### config.mk
export PLATFORM = sky130hd
export DESIGN_NAME = gpc_port
export DESIGN_NICKNAME = d
export VERILOG_FILES = /design/src/gpc_pkg.sv /design/src/gpc_port.sv
export VERILOG_INCLUDE_DIRS = /design/src /design/src/src
export SDC_FILE = /design/constraint.sdc
export NUM_CORES = 1
export LEC_CHECK = 0
export BUFFER_PORTS_ARGS = -buffer_cell sky130_fd_sc_hd__buf_4
export CAP_MARGIN = 20
export CORE_MARGIN = 1
export CORE_UTILIZATION = 45
export CTS_BUF_LIST = sky130_fd_sc_hd__clkbuf_4
export DETAILED_ROUTE_END_ITERATION = 16
export GPL_TIMING_DRIVEN = 0
export PLACE_DENSITY = 0.7
export SLEW_MARGIN = 20
export SYNTH_ARGS = -nofsm -noshare
export SYNTH_HDL_FRONTEND = slang
export SYNTH_SLANG_ARGS = --single-unit
### constraint.sdc
create_clock -name hclk -period 2.7 [get_ports hclk]
set_clock_uncertainty 0.05 [all_clocks]
set_input_delay 0.135 -clock hclk [delete_from_list [all_inputs] [get_ports hclk]]
set_output_delay 0.135 -clock hclk [all_outputs]
set_load 0.005 [all_outputs]
### src/gpc_params.svh
// offsets, field positions and reset values of the port control block
`ifndef GPC_PARAMS_SVH
`define GPC_PARAMS_SVH
`define GPC_OFS_DIR_OUT    12'h000
`define GPC_OFS_INPUT      12'h004
`define GPC_OFS_SET_CLEAR  12'h008
`define GPC_OFS_EVT_SC     12'h00c
`define GPC_OFS_PFS_BASE   12'h040
`define GPC_OFS_PFS_LAST   12'h07c
`define GPC_WORD_MASK      12'hffc
`define GPC_PFS_DIR_BIT    2
`define GPC_PFS_OUT_BIT    0
`define GPC_PFS_IN_BIT     1
`define GPC_PFS_PMR_BIT    16
`define GPC_PIN_MASK       16'hffff
`define GPC_SET_MASK       16'hffff
`define GPC_RST_HALF       16'h0000
`define GPC_ADDR_LSB       2
`define GPC_PFS_IDX_W      4
`endif

### src/gpc_pkg.sv
// types shared by the port control block
`default_nettype none
package gpc_pkg;
   typedef struct packed {
      logic [15:0] dir;
      logic [15:0] out;
   } gpc_pins_t;
   typedef struct packed {
      logic [11:0] addr;
      logic        write;
      logic [2:0]  size;
   } gpc_req_t;
endpackage : gpc_pkg
`default_nettype wire

### src/gpc_port.sv
// gpio port control: direction, output level, set/clear and event set/clear registers
// Behaviour
// - direction in bits 15:0, output level in 31:16, halves writable alone
// - one word access reads or writes direction and output together
// - every pin has its own direction bit
// - input register: pin levels low half, event input levels high half, read only
// - pin level bits follow the pin whatever direction or peripheral select
// - write-only set/clear register: low half sets, high half clears outputs
// - writing one to a set bit drives that output level to one unless a clear hits the same bit in that cycle
// - event set/clear register readable and writable, word or half access
// - port event pulse sets and clears outputs selected by event register
// - bits of absent pins are reserved; software writes zero
// - set bit of an input-only pin is reserved and has no effect
// - function select register accessible as word, low half or low byte
// - function select direction, input and output bits mirror port-wide bits
`include "gpc_params.svh"
`default_nettype none
module gpc_port #(
   parameter logic [15:0] PIN_EXIST  = `GPC_PIN_MASK,
   parameter logic [15:0] OUT_CAPABLE = `GPC_SET_MASK
) (
   input  wire logic               hclk,
   input  wire logic               hresetn,
   input  wire logic               hsel,
   input  wire logic [31:0]        haddr,
   input  wire logic [1:0]         htrans,
   input  wire logic               hwrite,
   input  wire logic [2:0]         hsize,
   input  wire logic [31:0]        hwdata,
   input  wire logic               hready,
   output logic [31:0]             hrdata,
   output logic                    hreadyout,
   output logic                    hresp,
   input  wire logic [15:0]        pin_in,
   input  wire logic [15:0]        event_input_level_bits,
   input  wire logic               port_event_pulse,
   output gpc_pkg::gpc_pins_t      pins,
   output logic [15:0]             peripheral_select_bit
);
   import gpc_pkg::*;

   ////////////////////////////////////////////////////////////////////
   // byte-lane helper: which bytes of the word a transfer touches
   function automatic logic [3:0] lanes(input logic [1:0] a, input logic [2:0] sz);
      logic [3:0] l;
      l = 4'h0;
      unique case (sz)
         3'h0:    l = 4'h1 << a;
         3'h1:    l = a[1] ? 4'hc : 4'h3;
         default: l = 4'hf;
      endcase
      return l;
   endfunction : lanes

   function automatic logic [15:0] half(input logic [31:0] d, input logic [3:0] l,
                                        input logic hi, input logic [15:0] old);
      logic [15:0] r;
      r = old;
      if (hi) begin
         if (l[2]) r[7:0]  = d[23:16];
         if (l[3]) r[15:8] = d[31:24];
      end else begin
         if (l[0]) r[7:0]  = d[7:0];
         if (l[1]) r[15:8] = d[15:8];
      end
      return r;
   endfunction : half

   // word offset of a register address, byte lanes stripped
   function automatic logic [11:0] word_ofs(input logic [11:0] a);
      return a & `GPC_WORD_MASK;
   endfunction : word_ofs

   // true inside the per-pin function select window
   function automatic logic in_pfs(input logic [11:0] a);
      return (a >= `GPC_OFS_PFS_BASE) && (a <= `GPC_OFS_PFS_LAST);
   endfunction : in_pfs

   ////////////////////////////////////////////////////////////////////
   gpc_req_t    req;
   logic        wr_pend;
   logic [15:0] dir_bits;
   logic [15:0] out_bits;
   logic [15:0] evt_set;
   logic [15:0] evt_clr;
   logic [15:0] pin_level_bits;
   logic [3:0]  wl;
   logic        hit_pfs;
   logic [3:0]  pfs_idx;
   logic [15:0] sw_set;
   logic [15:0] sw_clr;
   logic [15:0] next_out;
   logic [15:0] next_dir;
   logic [15:0] next_pmr;
   logic [15:0] all_set;
   logic [15:0] all_clr;
   logic [15:0] sw_set_eff;
   logic [15:0] evt_set_eff;
   logic [11:0] rd_ofs;
   logic        pmr_wr_bit;
   logic        pfs_dir_bit;

   wire   take = hsel & hready & htrans[1];

   assign hreadyout = 1'b1;
   assign hresp     = 1'b0;
   assign pin_level_bits = pin_in & PIN_EXIST;
   assign pins.dir = dir_bits;
   assign pins.out = out_bits;

   always_ff @(posedge hclk or negedge hresetn) begin
      if (!hresetn) begin
         wr_pend <= 1'b0;
         req     <= '0;
      end else begin
         wr_pend <= take & hwrite;
         if (take) begin
            req.addr  <= haddr[11:0];
            req.write <= hwrite;
            req.size  <= hsize;
         end
      end
   end

   ////////////////////////////////////////////////////////////////////
   // write data phase decode, plus the read offset from the address phase
   assign wl          = lanes(req.addr[1:0], req.size);
   assign hit_pfs     = in_pfs(req.addr);
   assign pfs_idx     = req.addr[`GPC_ADDR_LSB +: `GPC_PFS_IDX_W];
   assign pmr_wr_bit  = hwdata[`GPC_PFS_PMR_BIT];
   assign pfs_dir_bit = hwdata[`GPC_PFS_DIR_BIT];
   assign rd_ofs      = word_ofs(haddr[11:0]);
   // what a software or event strobe should leave behind, for the checks
   assign sw_set_eff  = sw_set & ~sw_clr & OUT_CAPABLE & PIN_EXIST;
   assign evt_set_eff = evt_set & ~evt_clr & OUT_CAPABLE & PIN_EXIST;

   // software writes into direction, output and select bits
   always_comb begin
      sw_set   = 16'h0000;
      sw_clr   = 16'h0000;
      next_dir = dir_bits;
      next_out = out_bits;
      next_pmr = peripheral_select_bit;
      if (wr_pend) begin
         unique case (word_ofs(req.addr))
            `GPC_OFS_DIR_OUT: begin
               next_dir = half(hwdata, wl, 1'b0, dir_bits);
               next_out = half(hwdata, wl, 1'b1, out_bits);
            end
            `GPC_OFS_SET_CLEAR: begin
               sw_set = half(hwdata, wl, 1'b0, 16'h0000);
               sw_clr = half(hwdata, wl, 1'b1, 16'h0000);
            end
            default: begin
               if (hit_pfs) begin
                  // lane 0 holds out and dir, lane 2 the select bit
                  if (wl[0]) begin
                     next_dir[pfs_idx] = hwdata[`GPC_PFS_DIR_BIT];
                     next_out[pfs_idx] = hwdata[`GPC_PFS_OUT_BIT];
                  end
                  if (wl[2]) begin
                     next_pmr[pfs_idx] = hwdata[`GPC_PFS_PMR_BIT];
                  end
               end
            end
         endcase
      end
      // merge both sources first, so a clear from either side beats any set
      all_set  = sw_set | (port_event_pulse ? evt_set : 16'h0000);
      all_set  = all_set & OUT_CAPABLE;
      all_clr  = sw_clr | (port_event_pulse ? evt_clr : 16'h0000);
      next_out = (next_out | all_set) & ~all_clr;
      next_out = next_out & PIN_EXIST;
      next_dir = next_dir & PIN_EXIST;
   end

   always_ff @(posedge hclk or negedge hresetn) begin
      if (!hresetn) begin
         dir_bits <= `GPC_RST_HALF;
         out_bits <= `GPC_RST_HALF;
         peripheral_select_bit <= `GPC_RST_HALF;
      end else begin
         dir_bits <= next_dir;
         out_bits <= next_out;
         peripheral_select_bit <= next_pmr & PIN_EXIST;
      end
   end

   // event selection register, plain storage
   always_ff @(posedge hclk or negedge hresetn) begin
      if (!hresetn) begin
         evt_set <= `GPC_RST_HALF;
         evt_clr <= `GPC_RST_HALF;
      end else if (wr_pend && word_ofs(req.addr) == `GPC_OFS_EVT_SC) begin
         evt_set <= half(hwdata, wl, 1'b0, evt_set) & PIN_EXIST;
         evt_clr <= half(hwdata, wl, 1'b1, evt_clr) & PIN_EXIST;
      end
   end

   // one pin's select word, built from the port-wide bits
   function automatic logic [31:0] pfs_word(input logic [3:0] i);
      logic [31:0] w;
      w = 32'h0000_0000;
      w[`GPC_PFS_OUT_BIT] = out_bits[i];
      w[`GPC_PFS_IN_BIT]  = pin_level_bits[i];
      w[`GPC_PFS_DIR_BIT] = dir_bits[i];
      w[`GPC_PFS_PMR_BIT] = peripheral_select_bit[i];
      return w;
   endfunction : pfs_word

   ////////////////////////////////////////////////////////////////////
   // read data: registered on the address phase, zero-wait slave
   always_ff @(posedge hclk or negedge hresetn) begin
      if (!hresetn) begin
         hrdata <= 32'h0000_0000;
      end else if (take && !hwrite) begin
         // write-only set/clear and unmapped words fall through and read zero
         hrdata <= 32'h0000_0000;
         if (rd_ofs == `GPC_OFS_DIR_OUT) begin
            hrdata <= {out_bits, dir_bits};
         end else if (rd_ofs == `GPC_OFS_INPUT) begin
            hrdata <= {event_input_level_bits, pin_level_bits};
         end else if (rd_ofs == `GPC_OFS_EVT_SC) begin
            hrdata <= {evt_clr, evt_set};
         end else if (in_pfs(haddr[11:0])) begin
            // mirrors the port-wide bits; pick by pin index
            hrdata <= pfs_word(haddr[`GPC_ADDR_LSB +: `GPC_PFS_IDX_W]);
         end
      end
   end

   ////////////////////////////////////////////////////////////////////
   // checks on the register effects
   chk_set_drives_out: assert property (
      @(posedge hclk) disable iff (!hresetn)
      (wr_pend && word_ofs(req.addr) == `GPC_OFS_SET_CLEAR && !port_event_pulse)
      |=> (out_bits & $past(sw_set_eff)) == $past(sw_set_eff))
      else $error("set bit did not drive output");

   chk_clear_wins: assert property (
      @(posedge hclk) disable iff (!hresetn)
      (wr_pend && word_ofs(req.addr) == `GPC_OFS_SET_CLEAR)
      |=> (out_bits & $past(sw_clr)) == 16'h0000)
      else $error("clear bit did not clear output");

   chk_event_clear: assert property (
      @(posedge hclk) disable iff (!hresetn)
      port_event_pulse
      |=> (out_bits & $past(evt_clr)) == 16'h0000)
      else $error("event clear ignored");

   chk_event_set: assert property (
      @(posedge hclk) disable iff (!hresetn)
      (port_event_pulse && !wr_pend)
      |=> (out_bits & $past(evt_set_eff)) == $past(evt_set_eff))
      else $error("event set ignored");

   chk_no_event_hold: assert property (
      @(posedge hclk) disable iff (!hresetn)
      (!port_event_pulse && !wr_pend)
      |=> $stable(out_bits) && $stable(dir_bits))
      else $error("outputs moved with no cause");

   chk_input_read: assert property (
      @(posedge hclk) disable iff (!hresetn)
      (take && !hwrite && rd_ofs == `GPC_OFS_INPUT)
      |=> hrdata == {$past(event_input_level_bits), $past(pin_level_bits)})
      else $error("input read wrong");

   chk_dir_read: assert property (
      @(posedge hclk) disable iff (!hresetn)
      (take && !hwrite && rd_ofs == `GPC_OFS_DIR_OUT)
      |=> hrdata == {$past(out_bits), $past(dir_bits)})
      else $error("dir/out read wrong");

   chk_input_only: assert property (
      @(posedge hclk) disable iff (!hresetn)
      (!OUT_CAPABLE[0] && !out_bits[0] && !(wr_pend && hit_pfs)
       && !(wr_pend && word_ofs(req.addr) == `GPC_OFS_DIR_OUT))
      |=> !out_bits[0]) else $error("input-only pin set");

   chk_absent_pins: assert property (
      @(posedge hclk) disable iff (!hresetn)
      ((out_bits | dir_bits) & ~PIN_EXIST) == 16'h0000)
      else $error("absent pin bit set");

   chk_evt_reg_read: assert property (
      @(posedge hclk) disable iff (!hresetn)
      (take && !hwrite && rd_ofs == `GPC_OFS_EVT_SC)
      |=> hrdata == {$past(evt_clr), $past(evt_set)})
      else $error("event register read wrong");

   chk_sc_read_zero: assert property (
      @(posedge hclk) disable iff (!hresetn)
      (take && !hwrite && rd_ofs == `GPC_OFS_SET_CLEAR)
      |=> hrdata == 32'h0000_0000)
      else $error("write-only register read back data");

   chk_word_write: assert property (
      @(posedge hclk) disable iff (!hresetn)
      (wr_pend && word_ofs(req.addr) == `GPC_OFS_DIR_OUT && wl == 4'hf && !port_event_pulse)
      |=> dir_bits == (16'($past(hwdata)) & PIN_EXIST)
          && out_bits == (16'($past(hwdata) >> 16) & PIN_EXIST))
      else $error("word write did not land in both halves");

   chk_low_half_write: assert property (
      @(posedge hclk) disable iff (!hresetn)
      (wr_pend && word_ofs(req.addr) == `GPC_OFS_DIR_OUT && wl == 4'h3 && !port_event_pulse)
      |=> $stable(out_bits))
      else $error("direction half write touched outputs");

   chk_high_half_write: assert property (
      @(posedge hclk) disable iff (!hresetn)
      (wr_pend && word_ofs(req.addr) == `GPC_OFS_DIR_OUT && wl == 4'hc)
      |=> $stable(dir_bits))
      else $error("output half write touched direction");

   chk_sc_no_store: assert property (
      @(posedge hclk) disable iff (!hresetn)
      (wr_pend && word_ofs(req.addr) == `GPC_OFS_SET_CLEAR)
      |=> $stable(dir_bits) && $stable(peripheral_select_bit))
      else $error("set/clear write changed other state");

   chk_evt_reg_write: assert property (
      @(posedge hclk) disable iff (!hresetn)
      (wr_pend && word_ofs(req.addr) == `GPC_OFS_EVT_SC && wl == 4'hf)
      |=> evt_set == (16'($past(hwdata)) & PIN_EXIST))
      else $error("event select write lost");

   chk_evt_reg_quiet: assert property (
      @(posedge hclk) disable iff (!hresetn)
      (wr_pend && word_ofs(req.addr) == `GPC_OFS_EVT_SC && !port_event_pulse)
      |=> $stable(out_bits))
      else $error("event select write moved outputs");

   chk_pfs_dir_write: assert property (
      @(posedge hclk) disable iff (!hresetn)
      (wr_pend && hit_pfs && wl[0])
      |=> dir_bits[$past(pfs_idx)] == ($past(pfs_dir_bit) & PIN_EXIST[$past(pfs_idx)]))
      else $error("select register direction bit lost");

   chk_pmr_write: assert property (
      @(posedge hclk) disable iff (!hresetn)
      (wr_pend && hit_pfs && wl[2])
      |=> peripheral_select_bit[$past(pfs_idx)]
          == ($past(pmr_wr_bit) & PIN_EXIST[$past(pfs_idx)]))
      else $error("peripheral select bit lost");
endmodule : gpc_port
`default_nettype wire
* Word level (Yosys, flattened, before mapping)
Index checks and enable logic that the tools add are counted.
Storage, ports and cells: output and inout port bits 82, bits in registers 128, logic and storage cells 97
Operators by class: shifts and indexed selects 1, equality and inequality tests 8, reductions and logical operators 19, magnitude comparators 7, bitwise logic cells 10, muxes and demuxes 40
Operator list (count):
- $mux W16 | 11
- $mux W32 | 3
- $mux W8 | 8
- $pmux W16 S2 | 2
- $bwmux W16 | 3
- $or A16 B16 Y16 | 3
- $eq A10 B2 Y1 const B | 3
- $ge A12 B7 Y1 const B | 2
- $le A12 B7 Y1 const B | 2
- $logic_not A12 Y1 | 2
- $mux W17 | 1
- $and A16 B16 Y16 | 1
- $bmux W1 S4 | 4
- $not A16 Y16 | 1
- $eq A10 B1 Y1 const B | 1
- $lt A4 B5 Y1 const B | 2
- $reduce_and A5 Y1 | 2
- $pmux W4 S2 | 1
- $reduce_and A2 Y1 | 4
- $ne A2 B2 Y1 const B | 3
- $logic_and A1 B1 Y1 | 5
- $mux W1 | 5
- $demux W1 S4 | 1
- $ge A4 B1 Y1 const B | 1
- other kinds (10) | 14

* Logic depth before layout (Yosys ltp)
depth after elaboration 11, gate-level depth with buffers 9

* Worst setup path before layout
OpenSTA, ideal clock, no wires.
kind register to register, from register req[11] (netlist name), to register evt_clr[10], stages on the path, launching flop included 7, setup slack 0.642 ns, data arrival time 1.883 ns, path buffers 1, clock period less this slack 2.058 ns, data required time 2.525 ns, cells stage by stage dfrtp_1 > nor4_1 > and2_1 > buf_2 > nand3_2 > a21oi_4 > mux2_2
On the way: cells in the longest elaborated chain, start to end 3
Ends and longest elaborated chain:
- start: declaration | line gpc_port.sv:80 | gpc_req_t req;
- $eq A10 B2 Y1 (no source line)
- $logic_and A1 B1 Y1 (no source line)
- $reduce_and A2 Y1 (no source line)
- end signal: assignment | line gpc_port.sv:193 | evt_clr <= `GPC_RST_HALF;
- end signal: assignment | line gpc_port.sv:196 | evt_clr <= half(hwdata, wl, 1'b1, evt_clr) & PIN_EXIST;
- end: declaration | line gpc_port.sv:85 | logic [15:0] evt_clr;
Every way passes these cells. A chain may end at the register's enable or synchronous reset.

* Worst setup path after layout
from register req (netlist bit pfs_idx[0]), to register out_bits[12]
On the way: cells in the longest elaborated chain, start to end 11, elaborated cells between the ends (all ways) 24
Ends and longest elaborated chain:
- $lt A4 B5 Y1 / $ge A4 B1 Y1 (equally long branches) | line gpc_port.sv:159 | next_out[pfs_idx] = hwdata[`GPC_PFS_OUT_BIT];
- $logic_and A1 B1 Y1 | line gpc_port.sv:159
- $mux W1 | line gpc_port.sv:159
- $demux W1 S4 | line gpc_port.sv:159
- $bwmux W16 | line gpc_port.sv:159
- $mux W16 | line gpc_port.sv:157 | if (wl[0]) begin
- $mux W16 | line gpc_port.sv:155 | if (hit_pfs) begin
- $pmux W16 S2 | line gpc_port.sv:145 | unique case (word_ofs(req.addr))
- $mux W16 | line gpc_port.sv:144 | if (wr_pend) begin
- $or A16 B16 Y16 | line gpc_port.sv:172 | next_out = (next_out | all_set) & ~all_clr;
- $and A16 B16 Y16 (*) | line gpc_port.sv:172
- via next_out[12] | line gpc_port.sv:92 | logic [15:0] next_out;
- end signal: assignment | line gpc_port.sv:180 | out_bits <= `GPC_RST_HALF;
- end signal: assignment | line gpc_port.sv:184 | out_bits <= next_out;
- end: declaration | line gpc_port.sv:83 | logic [15:0] out_bits;
Mark *: on every way through the listed nets, which the timed path passes. The rest lies on a longest branch.

==> metrics.md <==
| Metric | Value |
|---|---|
| Outcome | finished with violations |
| Failing checks | setup timing |
| Post-route insts no fill | 1,200 |
| H-tree depth | 4 |
| TritonCTS clock tree | done |
| Post-DR wirelength/cell | approximately 23 µm |
| Remaining routing DRC violations | 0 |
| Hold Vio Cnt, Final | 0 |
| Syn Area/Cell | 10.6 µm² |
| Die H | ~130 µm |
| Vias in the first global route | roughly 7,000 |
| Gr usage total | 0.332 |
| Vias per inst | 6.06 |
| Final setup viols | 2 |
| Worst-Skew Late Latency | about 590 ps |
| Post-synth top cells | 128 x dfrtp_1, 84 x nand2_1, 54 x nor2_1, 50 x mux2_2, 39 x a22oi_1 |
| Tightest Pin Transition | 942 ps |
| Met2 wire length | between 10,000 and 15,000 µm |
| Final Power | between 5 and 6 mW |
| Maximum buffer depth of the clock tree | 2 |
| Placeable Area | about 16,000 µm² |
| Vias post-DR | around 7,300 |
| #FFs+latches synth | about 130 |
| Worst vdd ir | 0.284 mV |
| Gate Count Post-Synth | approximately 710 |
| DRT antenna net count | 0 |
| Final WS setup | -59.4 ps |
| I/O Buffers | 163 |
| Layout cells sized above 1 | 0.340 |
| Clock sinks | approximately 130 |
| Leakage | 4.24 nW |
| Met3 WL post-DR | roughly 2600 µm |
| DP Cell Count | ~1,100 |
| # Post-CTS Setup Buffers | 0 |
| Post-Syn Nets | roughly 810 |
| Max-slew violation count | 0 |
| Post-synthesis sequential area ratio | 0.429 |
| Reg clk slew, reported paths | roughly 120 ps |
| CTS buffer count | 17 |
| Critical path's largest stage delay | approximately 800 ps |
| CTS Root Cell | clkbuf_4 |
| Antenna violations before repair | 1 |
| GRT Residual Overflow | 0 |
| Post-synthesis cell area | 7470 µm² |
| Final period utilization | 1.02 |
| Crit path max fanout | 8 |
| Relative slew slack | 0.367 |
| Die X | ~130 µm |
| First-pass GRT wire length | slightly above 40,000 µm |
| Nets | approximately 1,100 |
| Setup TNS | -61.1 ps |
| Post-synth top flop | dfrtp_1 |
| Die ar. | about 17,000 µm² |
| Startpoint types | register |
| Post-synth EDFFs | 0 |
| Final WL | 27,500 µm |
| Min Clock Period, post-route | around 2800 ps |
| DP HPWL | 19,900 µm |
| Critical Path End Type | register |
| PwrDens | about 520 nW/µm² |
| Worst Path Arrival | around 3200 ps |
| Synth area leaders | dfrtp_1 43%, mux2_2 7.5%, mux4_2 4.8% |
| Largest net degree at the start of global routing | 75 |
| Post-synth top area cell | dfrtp_1 |
| Routability Congestion | between 0.9 and 1 |
| Most common cell in the netlist | dfrtp_1 |
| Distinct cell type count after synthesis | 64 |
| Crit Path Class | reg2reg |
| Layout area overhead | 36.2% |
| Critical Path Slowest Stage Cell | a21oi_1 |
| Initial Util | 0.465 |
| Asr flop ratio synth | 1.00 |
| Synth warnings | 0 |
| Max Cap Viol | 0 |
| Design area | about 10,000 µm² |
| RSZ-0062 raised after global routing | true |
| Max Clk Rate | ~360 MHz |
| Met1 Wirelength | 11,800 µm |
| Worst-path cell chain | nor4b_4 -> nand4_1 -> a21oi_1 -> a22o_1 -> a31oi_1 |
| Worst min path class | in2reg |
| Num ports | between 150 and 200 |
| Post-placement setup slack | -13.8 ps |
| First drt pass iteration count | 6 |
| Post-synth top area share | 0.429 |
| Initial DRC count | 777 |
| DR top layer | met4 |
| WP data required | between 3000 and 4000 ps |
| Row cnt | 46 |
| DP Area | about 9000 µm² |
-- layout by cell type, fill, tap and decap left out, types with 11 or more instances in the layout --
master         count
dlygate4sd3_1     81
o21ai_0           23
o21ai_1           17
buf_4            174
mux2_1            11
mux2i_1           21
a22oi_1           39
mux4_2            16
nand2_1           83
a22oi_2           20
mux2_2            50
dfrtp_1          128
clkbuf_1          19
a31oi_1           23
nor2_1            52
nand3_1           23
clkbuf_4          18
-- registers in the layout (all words and copies together), names as in the netlist --
name                   cells
dir_bits                  16
evt_clr                   16
evt_set                   16
hrdata                    32
out_bits                  16
peripheral_select_bit     16
pfs_idx                    4
req                       11
wr_pend                    1
-- routing by layer --
layer / GRT usage / vias up
met4: 0.130 / 0
met2: 0.495 / 388
met3: 0.0806 / 52
met1: 0.465 / 3588
met5: 0 / -
li1: - / 3238
-- area by class of cell --
type / instances / area [µm²]
diodes: 1 / 2.50
plain buffers: 48 / 275
clock buffers: 18 / 135
clock inverters: 14 / 190
fillers: 1315 / 5890
inverters: 7 / 26.3
multi-input cells: 523 / 4000
flip-flops and latches: 128 / 3200
well taps: 216 / 270
repair buffers: 245 / 2070
-- worst paths after layout --
| check | startpoint | to | slack [ps] | depth (start not counted) |
|---|---|---|---|---|
| max | pfs_idx[0] | out_bits[12] | -60 | 5 |
| max reg2reg | pfs_idx[0] | out_bits[12] | -60 | 5 |
| min reg2reg | hrdata[10] | hrdata[10] | 450 | 2 |
| min in group asynchronous | hresetn | hrdata[3] | 530 | 3 |
| max in group asynchronous | hresetn | hrdata[10] | 830 | 4 |
| min | hwdata[16] | peripheral_select_bit[0] | 60 | 2 |
-- power breakdown --
part           switching (mW)  internal (mW)
combinational           0.662          0.701
clock                   0.790          0.742
sequential              0.264           2.11
total                    1.72           3.56
-- worst max-delay path, delay by kind of cell, from the launching register on --
kind | cells | cell delay, ps
flip-flops | 1 | 440
AND/OR/NAND/NOR | 2 | 1070
AO/OA/AOI/OAI | 3 | 1080
-- cell families after synthesis --
kind of cell | Yosys count | share of synthesized area
other | 2 | 0.00101
AOI/OAI and AO/OA | 208 | 0.217
DFF | 128 | 0.429
and+or+nand+nor | 215 | 0.145
muxes | 98 | 0.168
buffers and inverters | 55 | 0.0404
-- repair_timing --
action,4_1_cts,5_1_grt
hold buffers,81,0
endpoints found under the hold margin,236,0
pin swaps,0,1
endpoints found under the setup margin,3,30
gates resized for setup,1,7
-- through the flow --
| stage | hold slack [ps] | util |
|---|---|---|
| global placement | 291 | 0.558 |
| CTS | 24.5 | 0.632 |
| finish | 61.1 | 0.633 |
| global route | 74.4 | 0.633 |
| detailed placement | 31.3 | 0.560 |
| floorplan | -211 | - |
Note: power is estimated with default switching activity, not from simulation.
